## src/rmacd_defs.svh

```systemverilog
// Constants for the receive MAC and duplex control block
`ifndef RMACD_DEFS_SVH
`define RMACD_DEFS_SVH
`define RMACD_CLK_HZ      20_000_000
`define RMACD_RST_HOLD_MS 25
`define RMACD_NIB_PRE     4'h5
`define RMACD_NIB_SFD     4'hD
`define RMACD_MIN_BYTES   64
`define RMACD_MAX_BYTES   1518
`define RMACD_STAGE_DEPTH 128
`define RMACD_FIFO_DEPTH  8
`define RMACD_CRC_INIT    32'hFFFFFFFF
`define RMACD_CRC_POLY    32'hEDB88320
`define RMACD_CRC_GOOD    32'hDEBB20E3
`define RMACD_FLG_CRC     0
`define RMACD_FLG_JAB     1
`define RMACD_FLG_OVF     2
`define RMACD_FLG_ALN     3
`define RMACD_FLG_COL     4
`define RMACD_DA_END      6
`define RMACD_SA_END      12
`define RMACD_LEN_END     14
`endif

```

## src/rmacd_pkg.sv

```systemverilog
// Types shared by the receive MAC and duplex control block
package rmacd_pkg;
  typedef struct packed {
    logic       is_flag;
    logic [7:0] byte_val;
  } rmacd_word_t;

  typedef struct packed {
    logic [47:0] dest;
    logic [47:0] src;
    logic [15:0] len;
  } rmacd_hdr_t;

  typedef struct packed {
    logic       rx_clk;
    logic       rx_dv;
    logic [3:0] rxd;
    logic       crs;
    logic       col;
    logic       duplex;
  } rmacd_pins_t;

  typedef enum logic [1:0] {
    RMACD_IDLE,
    RMACD_PRE,
    RMACD_DATA,
    RMACD_SKIP
  } rmacd_rx_state_t;
endpackage

```

## src/rmacd_top.sv

```systemverilog
// Receive MAC: link sampling, frame control, staging, FIFO, arbitration, duplex
// Function
// - Received frame wins over a pending transmit that has not started.
// - A transmit in progress keeps priority and is never preempted.
// - Find and strip preamble, extract addresses and length, pass data on.
// - Check CRC over each frame against its FCS; mismatch is an error.
// - Jabber timer catches frames that reach the maximum length or run longer.
// - Write data into the FIFO and record errors in a flag byte.
// - Device may pull the duplex line low; PHY then runs half duplex.
// - Duplex pin is sensed and can be actively pulled down.
// - All logic runs from the single system clock.
// - Reset is active low and synchronous; host holds it for 25 ms.
// - Full duplex ignores carrier sense and disables collision detection.
// - Frames under 64 bytes are discarded before leaving the FIFO path.
`timescale 1ns/100ps
`include "rmacd_defs.svh"
module rmacd_top #(
  parameter int STAGE      = `RMACD_STAGE_DEPTH,
  parameter int FIFO_DEPTH = `RMACD_FIFO_DEPTH,
  parameter int MIN_BYTES  = `RMACD_MIN_BYTES,
  parameter int MAX_BYTES  = `RMACD_MAX_BYTES
) (
  input  wire logic             clk,
  input  wire logic             rst_n,
  input  wire logic             link_rx_clk,
  input  wire logic             link_rx_dv,
  input  wire logic [3:0]       link_rxd,
  input  wire logic             link_crs,
  input  wire logic             link_col,
  input  wire logic             port_duplex_line_in,
  output logic                  port_duplex_line_out,
  output logic                  port_duplex_line_oe,
  input  wire logic             force_half_duplex,
  input  wire logic             receive_priority_enable,
  input  wire logic             tx_pending,
  input  wire logic             tx_active,
  output logic                  rx_grant,
  output logic                  tx_grant,
  output logic                  full_duplex,
  output logic                  carrier_sense,
  output logic                  collision,
  output rmacd_pkg::rmacd_hdr_t frame_header,
  output logic                  header_valid,
  output logic                  out_valid,
  input  wire logic             out_ready,
  output rmacd_pkg::rmacd_word_t out_word
);
  localparam int CW  = $clog2(MAX_BYTES + 1);
  localparam int SAW = $clog2(STAGE);
  localparam int STW = SAW + 1;
  localparam int WW  = $bits(rmacd_pkg::rmacd_word_t);

  // ----------------------------------------------------------------
  // Link sampling
  // ----------------------------------------------------------------
  rmacd_pkg::rmacd_pins_t pin_raw;
  rmacd_pkg::rmacd_pins_t pin_meta;
  rmacd_pkg::rmacd_pins_t pin_sync;
  logic                   clk_prev;
  wire                    rx_tick;

  assign pin_raw = {link_rx_clk, link_rx_dv, link_rxd, link_crs, link_col,
                    port_duplex_line_in};
  // Data is sampled on the rising edge seen here; it is stable for half a link period
  assign rx_tick = pin_sync.rx_clk && !clk_prev;

  always_ff @(posedge clk) begin
    if (!rst_n) begin
      pin_meta <= '0;
      pin_sync <= '0;
      clk_prev <= 1'b0;
    end else begin
      pin_meta <= pin_raw;
      pin_sync <= pin_meta;
      clk_prev <= pin_sync.rx_clk;
    end
  end

  // ----------------------------------------------------------------
  // Duplex line and carrier masking
  // ----------------------------------------------------------------
  wire next_fdx = !force_half_duplex && pin_sync.duplex;
  wire col_eff  = pin_sync.col && !next_fdx;

  always_ff @(posedge clk) begin
    if (!rst_n) begin
      port_duplex_line_out <= 1'b0;
      port_duplex_line_oe <= 1'b0;
      full_duplex         <= 1'b0;
      carrier_sense       <= 1'b0;
      collision           <= 1'b0;
    end else begin
      // Open-drain: only ever pulls low, never drives high
      port_duplex_line_out <= 1'b0;
      port_duplex_line_oe <= force_half_duplex;
      full_duplex         <= next_fdx;
      carrier_sense       <= pin_sync.crs && !next_fdx;
      collision           <= col_eff;
    end
  end

  // ----------------------------------------------------------------
  // Receive frame control
  // ----------------------------------------------------------------
  rmacd_pkg::rmacd_rx_state_t rx_state;
  rmacd_pkg::rmacd_rx_state_t next_state;
  logic                       half;
  logic [3:0]                 lo_nib;
  logic [CW-1:0]              byte_cnt;
  logic                       committed;
  logic                       err_ovf;
  logic                       err_col;
  logic                       crc_ok;
  logic [7:0]                 flag_byte;

  wire in_data   = rx_state == rmacd_pkg::RMACD_DATA;
  wire sfd_seen  = rx_tick && rx_state == rmacd_pkg::RMACD_PRE && pin_sync.rx_dv &&
                   pin_sync.rxd == `RMACD_NIB_SFD;
  wire nib_in    = rx_tick && in_data && pin_sync.rx_dv;
  wire byte_done = nib_in && half;
  wire frame_end = rx_tick && in_data && !pin_sync.rx_dv;
  wire jabber    = byte_cnt >= CW'(MAX_BYTES);

  always_comb begin
    next_state = rx_state;
    case (rx_state)
      rmacd_pkg::RMACD_IDLE: begin
        if (rx_tick && pin_sync.rx_dv) begin
          next_state = (pin_sync.rxd == `RMACD_NIB_PRE) ? rmacd_pkg::RMACD_PRE
                                                        : rmacd_pkg::RMACD_SKIP;
        end
      end
      rmacd_pkg::RMACD_PRE: begin
        if (rx_tick && !pin_sync.rx_dv) begin
          next_state = rmacd_pkg::RMACD_IDLE;
        end else if (sfd_seen) begin
          next_state = rmacd_pkg::RMACD_DATA;
        end else if (rx_tick && pin_sync.rxd != `RMACD_NIB_PRE) begin
          next_state = rmacd_pkg::RMACD_SKIP;
        end
      end
      rmacd_pkg::RMACD_DATA: begin
        if (frame_end) begin
          next_state = rmacd_pkg::RMACD_IDLE;
        end
      end
      rmacd_pkg::RMACD_SKIP: begin
        if (rx_tick && !pin_sync.rx_dv) begin
          next_state = rmacd_pkg::RMACD_IDLE;
        end
      end
      default: next_state = rmacd_pkg::RMACD_IDLE;
    endcase
  end

  always_comb begin
    flag_byte                 = 8'h00;
    flag_byte[`RMACD_FLG_CRC] = !crc_ok;
    flag_byte[`RMACD_FLG_JAB] = jabber;
    flag_byte[`RMACD_FLG_OVF] = err_ovf;
    flag_byte[`RMACD_FLG_ALN] = half;
    flag_byte[`RMACD_FLG_COL] = err_col;
  end

  rmacd_crc32 u_crc (
    .clk    (clk),
    .rst_n  (rst_n),
    .clear  (sfd_seen),
    .en     (nib_in),
    .nib    (pin_sync.rxd),
    .crc_ok (crc_ok)
  );

  // ----------------------------------------------------------------
  // Staging buffer: holds a frame until it proves long enough
  // ----------------------------------------------------------------
  rmacd_pkg::rmacd_word_t st_mem [STAGE];
  rmacd_pkg::rmacd_word_t st_wdata;
  logic [STW-1:0]         st_wr;
  logic [STW-1:0]         st_rd;
  logic [STW-1:0]         st_rel;
  logic [STW-1:0]         st_start;
  logic                   f_in_ready;

  // One slot always kept free so the flag byte can never be lost
  wire st_room   = STW'(st_wr - st_rd) < STW'(STAGE - 1);
  wire push_byte = byte_done && !jabber && st_room;
  wire push_flag = frame_end && committed;
  wire st_push   = push_byte || push_flag;
  wire st_pop    = (st_rd != st_rel) && f_in_ready;
  wire rx_busy   = in_data || rx_state == rmacd_pkg::RMACD_PRE || st_rd != st_rel;

  assign st_wdata = push_flag ? {1'b1, flag_byte} : {1'b0, pin_sync.rxd, lo_nib};

  always_ff @(posedge clk) begin
    if (st_push) begin
      st_mem[st_wr[SAW-1:0]] <= st_wdata;
    end
  end

  always_ff @(posedge clk) begin
    if (!rst_n) begin
      rx_state  <= rmacd_pkg::RMACD_IDLE;
      half      <= 1'b0;
      lo_nib    <= 4'h0;
      byte_cnt  <= '0;
      committed <= 1'b0;
      err_ovf   <= 1'b0;
      err_col   <= 1'b0;
    end else begin
      rx_state <= next_state;
      if (sfd_seen) begin
        half      <= 1'b0;
        byte_cnt  <= '0;
        committed <= 1'b0;
        err_ovf   <= 1'b0;
        err_col   <= 1'b0;
      end else begin
        if (nib_in) begin
          half   <= !half;
          lo_nib <= pin_sync.rxd;
        end
        if (byte_done && !jabber) begin
          byte_cnt <= byte_cnt + 1'b1;
        end
        if (byte_done && byte_cnt == CW'(MIN_BYTES - 1)) begin
          committed <= 1'b1;
        end
        err_ovf <= err_ovf || (byte_done && !jabber && !st_room);
        err_col <= err_col || (in_data && col_eff);
      end
    end
  end

  always_ff @(posedge clk) begin
    if (!rst_n) begin
      st_wr    <= '0;
      st_rd    <= '0;
      st_rel   <= '0;
      st_start <= '0;
    end else begin
      if (frame_end && !committed) begin
        st_wr <= st_start;
      end else if (st_push) begin
        st_wr <= st_wr + 1'b1;
      end
      st_start <= sfd_seen ? st_wr : st_start;
      st_rel   <= committed ? st_wr : st_rel;
      st_rd    <= st_pop ? st_rd + 1'b1 : st_rd;
    end
  end

  // ----------------------------------------------------------------
  // Header extraction
  // ----------------------------------------------------------------
  wire [7:0] rx_byte = {pin_sync.rxd, lo_nib};

  always_ff @(posedge clk) begin
    if (!rst_n) begin
      frame_header <= '0;
      header_valid <= 1'b0;
    end else begin
      header_valid <= byte_done && byte_cnt == CW'(`RMACD_LEN_END - 1);
      if (byte_done && byte_cnt < CW'(`RMACD_DA_END)) begin
        frame_header.dest <= {frame_header.dest[39:0], rx_byte};
      end else if (byte_done && byte_cnt < CW'(`RMACD_SA_END)) begin
        frame_header.src <= {frame_header.src[39:0], rx_byte};
      end else if (byte_done && byte_cnt < CW'(`RMACD_LEN_END)) begin
        frame_header.len <= {frame_header.len[7:0], rx_byte};
      end
    end
  end

  // ----------------------------------------------------------------
  // Receive FIFO and registered output stage
  // ----------------------------------------------------------------
  logic          f_valid;
  logic [WW-1:0] f_data;
  wire           f_take = f_valid && (!out_valid || out_ready);

  rmacd_fifo #(
    .W     (WW),
    .DEPTH (FIFO_DEPTH)
  ) u_fifo (
    .clk       (clk),
    .rst_n     (rst_n),
    .in_valid  (st_rd != st_rel),
    .in_ready  (f_in_ready),
    .in_data   (st_mem[st_rd[SAW-1:0]]),
    .out_valid (f_valid),
    .out_ready (!out_valid || out_ready),
    .out_data  (f_data)
  );

  always_ff @(posedge clk) begin
    if (!rst_n) begin
      out_valid <= 1'b0;
      out_word  <= '0;
    end else begin
      out_valid <= f_take || (out_valid && !out_ready);
      out_word  <= f_take ? f_data : out_word;
    end
  end

  // ----------------------------------------------------------------
  // Receive versus transmit arbitration
  // ----------------------------------------------------------------
  // Without receive priority the arbiter falls back to transmit first
  wire rx_first = receive_priority_enable || !tx_pending;
  wire next_tx  = tx_active || (tx_pending && !(rx_busy && rx_first));
  wire next_rx  = !tx_active && rx_busy && rx_first;

  always_ff @(posedge clk) begin
    if (!rst_n) begin
      rx_grant <= 1'b0;
      tx_grant <= 1'b0;
    end else begin
      rx_grant <= next_rx;
      tx_grant <= next_tx;
    end
  end
endmodule

```

## src/rmacd_fifo.sv

```systemverilog
// Receive FIFO with valid and ready on both sides
`timescale 1ns/100ps
module rmacd_fifo #(
  parameter int W     = 9,
  parameter int DEPTH = 8
) (
  input  wire logic         clk,
  input  wire logic         rst_n,
  input  wire logic         in_valid,
  output logic              in_ready,
  input  wire logic [W-1:0] in_data,
  output logic              out_valid,
  input  wire logic         out_ready,
  output logic [W-1:0]      out_data
);
  localparam int AW = $clog2(DEPTH);

  logic [W-1:0]  mem [DEPTH];
  logic [AW-1:0] wr_ptr;
  logic [AW-1:0] rd_ptr;
  logic [AW:0]   count;
  wire           push = in_valid && in_ready;
  wire           pop  = out_valid && out_ready;

  assign in_ready  = count != (AW+1)'(DEPTH);
  assign out_valid = count != '0;
  assign out_data  = mem[rd_ptr];

  always_ff @(posedge clk) begin
    if (push) begin
      mem[wr_ptr] <= in_data;
    end
  end

  // Pointer wrap relies on DEPTH being a power of two
  always_ff @(posedge clk) begin
    if (!rst_n) begin
      wr_ptr <= '0;
      rd_ptr <= '0;
      count  <= '0;
    end else begin
      wr_ptr <= push ? wr_ptr + 1'b1 : wr_ptr;
      rd_ptr <= pop ? rd_ptr + 1'b1 : rd_ptr;
      count  <= count + (AW+1)'(push) - (AW+1)'(pop);
    end
  end
endmodule

```

## src/rmacd_crc32.sv

```systemverilog
// Nibble-wide CRC-32 over a received frame, low bit first
`timescale 1ns/100ps
`include "rmacd_defs.svh"
module rmacd_crc32 (
  input  wire logic       clk,
  input  wire logic       rst_n,
  input  wire logic       clear,
  input  wire logic       en,
  input  wire logic [3:0] nib,
  output logic            crc_ok
);
  logic [31:0] crc;
  logic [31:0] step [0:4];

  assign step[0] = crc;
  for (genvar i = 0; i < 4; i++) begin : g_bit
    assign step[i+1] = (step[i] >> 1) ^
                       ((step[i][0] ^ nib[i]) ? `RMACD_CRC_POLY : 32'h00000000);
  end

  // FCS folded in leaves the fixed residue when the frame is intact
  assign crc_ok = crc == `RMACD_CRC_GOOD;

  always_ff @(posedge clk) begin
    if (!rst_n || clear) begin
      crc <= `RMACD_CRC_INIT;
    end else if (en) begin
      crc <= step[4];
    end
  end
endmodule

```

## config.mk

```make
export PLATFORM = sky130hd
export DESIGN_NAME = rmacd_top
export DESIGN_NICKNAME = d
export VERILOG_FILES = /design/src/rmacd_pkg.sv /design/src/rmacd_top.sv /design/src/rmacd_fifo.sv /design/src/rmacd_crc32.sv
export VERILOG_INCLUDE_DIRS = /design/src
export SDC_FILE = /design/constraint.sdc
export NUM_CORES = 2
export LEC_CHECK = 0
export BUFFER_PORTS_ARGS = -buffer_cell sky130_fd_sc_hd__buf_2
export CORE_MARGIN = 2
export CORE_UTILIZATION = 40
export CTS_BUF_LIST = sky130_fd_sc_hd__clkbuf_8
export DETAILED_ROUTE_END_ITERATION = 16
export PLACE_DENSITY = 0.58
export RECOVER_POWER = 25
export SLEW_MARGIN = 20
export SYNTH_ARGS = -nofsm -noshare
export SYNTH_HDL_FRONTEND = slang
export SYNTH_SLANG_ARGS = --single-unit
export TNS_END_PERCENT = 100
```

## constraint.sdc

```tcl
create_clock -name clk -period 22.9 [get_ports clk]
set_input_delay 3.435 -clock clk [delete_from_list [all_inputs] [get_ports clk]]
set_output_delay 3.435 -clock clk [all_outputs]
set_load 0.02 [all_outputs]
```

==> impl_results.md <==
* # nets final at 3580
* Sequential share of the synthesized area at 73.1%
* Pin count of the biggest net entering global routing at 132
* GRT overflow at 0
* Status: finished with violations
* First-pass GRT wire length at 199000 microns
* Synth Net Count at 3358
* Hold_buf cts at 0
* Crit Path Category: register to register
* Gr usage total at 18.2%
* Wire length per cell after detailed routing at 23.9 microns
* Reg clk slew, reported paths at 60 ps
* Final setup violating endpoints at 0
* Number of detailed-route iterations in the first pass at 7
* Worst flop-to-flop path startpoint: rx_state[0]$_SDFFE_PN0P_
* Core area at 142000 sq um
* Ys flop type: edfxtp_1
* PnR worst setup slack at 15550 ps
* Vias in the first global route at 30085
* Final Wtd Congestion at 0.789
* Startpoint Class: register
* Library cells used by synthesis at 60
* CP Data Required Time at 23060 ps
* Slowest stage delay, CP at 2740 ps
* Worst hold start: pin_meta[2]$_SDFF_PN0_
* CP Cell Sequence: inv_1, ha_1, nand4b_1, and2_0, clkbuf_1
* Crit path from: rx_state[0]$_SDFFE_PN0P_
* Post-route insts no fill at 5606
* Syn. warnings at 0
* Sink Count at 1474
* Rel. slew slack at -186%
* Row count at 138
* Layout cell share with drive strength beyond 1 at 21.2%
* Pins Over Slew Limit at 771
* Max_cap viols at 18
* Clock buffer depth at 3
* Mapped Cells at 3314
* Crit end category: register
* Initial antenna violation count at 9
* Routed vias/inst at 5.39
* Setup TNS at 0 ps
* Cell taking the most area after synthesis: edfxtp_1
* CP Buf/Inv Count at 2
* Drt drc at 0
* RSZ-0062 raised after global routing: false
* Syn Std Cell Area at 57100 sq um
* Final core utilization at 45.2%
* EDFF count, synth at 1224
* Placed cell count at 5200
* # resized after CTS at 0
* Area contributors post-synth: edfxtp_1 (64%), mux4_2 (11%), dfxtp_1 (8.8%), mux2i_1 (3.1%), nand2_1 (2.0%)
* FF+latch count, synth at 1474
* Crit path DAT at 7520 ps
* Initial DRC count at 2827
* Crit path max fanout at 80
* CP delay by family, top: simple AND/OR/NAND/NOR gates
* Hold Vio Cnt, Final at 0
* Clock Tree Root: clkbuf_8
* Total CTS buffers at 224
* Io pins at 146
* Worst vdd ir at 0.0000736 V
* Layout area overhead at 12.2%
* H-tree depth at 4
* Remaining antenna violation count at 0
* Violated checks: capacitance limit, slew limit
* P_leak at 20.9 nW
* Port bufs at 144
* Fmax at 136 MHz
* Die Area at 146000 sq um
* Worst-Margin Slew at 4300 ps
* Routed WL at 134000 microns
* Tmin final at 7350 ps
* Count leader, synth: edfxtp_1
* Mean Syn Cell Area at 17.2 sq um
* Clock latency at the later pin of the worst-skew pair at 930 ps
* Post-CTS setup buffer count at 0
* Synth cell count leaders: edfxtp_1 (1224), nand2_1 (305), mux4_2 (279), dfxtp_1 (250), nor2_1 (216)
* Power Density at 87.3 nW/um^2
* Detailed Place HPWL at 78400 microns
* Via count at 30232
* Tcrit/Tclk final at 32.1%
* Ys async rst share at 0%
* DP Worst Slack at 17190 ps
* CP max-delay cell: clkbuf_1
* Initial core utilization at 40.3%
* Post-route clock skew at 49.9 ps
* Total power at 0.00559 W
* Min-delay worst type: register to register
* Die X at 382 microns
* CTS tree: done
* Die Y at 382 microns
* Yosys top cell area share at 64.4%
==> final timing paths <==
| kind | cells past startpoint | end | slack [ps] |
|---|---|---|---|
| max | 5 | st_mem[4][5]$_DFFE_PP_ | 15550 |
| min | 1 | pin_sync[2]$_SDFF_PN0_ | 430 |
| max reg2reg | 5 | st_mem[4][5]$_DFFE_PP_ | 15550 |
| min reg2reg | 1 | pin_sync[2]$_SDFF_PN0_ | 430 |
==> registers in the layout, summed over array words and instances, names as in the netlist, 4 cells and up, named ones only <==
| signal | cells |
|---|---|
| st_mem | 1152 |
| frame_header | 112 |
| u_fifo.mem | 72 |
| u_crc.crc | 32 |
| byte_cnt | 11 |
| out_word | 9 |
| pin_meta | 9 |
| pin_sync | 9 |
| st_rd | 8 |
| st_rel | 8 |
| st_start | 8 |
| st_wr | 8 |
| lo_nib | 4 |
| u_fifo.count | 4 |
==> layout make-up <==
type                            count  area [sq um]
Antenna cell                        3          7.51
Clock inverter                    158           843
Timing Repair Buffer              196          1120
Clock buffer                      245          3370
Fill cell                       12232         77500
Tap cell                         1890          2360
Inverter                           25           100
Multi-Input combinational cell   1615         14500
Sequential cell                  1474         41800
==> logic make-up (layout without fill, tap and decap cells) <==
| family | count (synthesis) | in the layout | synth area share [%] |
|---|---|---|---|
| buffers and inverters | 225 | 624 | 1.66 |
| flip-flops | 1474 | 1474 | 73.1 |
| AO/OA/AOI/OAI | 354 | 354 | 3.93 |
| AND/OR/NAND/NOR | 702 | 702 | 5.38 |
| XOR/XNOR | 74 | 74 | 1.14 |
| other | 1 | 4 | 0.00657 |
| multiplexers | 456 | 456 | 14.1 |
| adder cells (fa/ha/maj) | 28 | 28 | 0.640 |
==> routing by layer <==
layer | share of wire [%] | vias up | GRT usage [%]
li1 | - | 13421 | -
met1 | 43 | 15498 | 25.3
met2 | 47 | 1091 | 28.5
met3 | 7.6 | 222 | 4.47
met4 | 2.5 | 0 | 5.59
met5 | 0 | - | 0
==> cell usage in the layout (no fill, tap or decap), drive strengths merged, types with 12 or more instances in the layout <==
master,netlist,routed
ha,26,26
buf,82,191
and2,26,26
edfxtp,1224,1224
mux2i,174,174
clkbuf,118,250
a22oi,99,99
nand4,33,33
dfxtp,250,250
nor2,216,216
xor2,31,31
o211ai,30,30
o21ai,39,39
a211oi,13,13
a31oi,12,12
a21oi,136,136
mux4,279,279
clkinv,0,62
xnor2,43,43
nand3,50,50
nand2,305,305
inv,25,109
==> metrics by stage <==
step	cell area (sq um)	hold slack (ps)
floorplan	57100	412
global placement	59900	415
detailed placement	59900	419
CTS	64100	433
global route	64000	426
finish	64000	426
==> report_power, final <==
part | internal [W] | switching [W] | total [W]
clock | 0.00103 | 0.00102 | 0.00205
sequential | 0.00292 | 0.0000331 | 0.00295
combinational | 0.000272 | 0.000320 | 0.000592
total | 0.00422 | 0.00137 | 0.00559
Power figures use the tool's default switching activity.
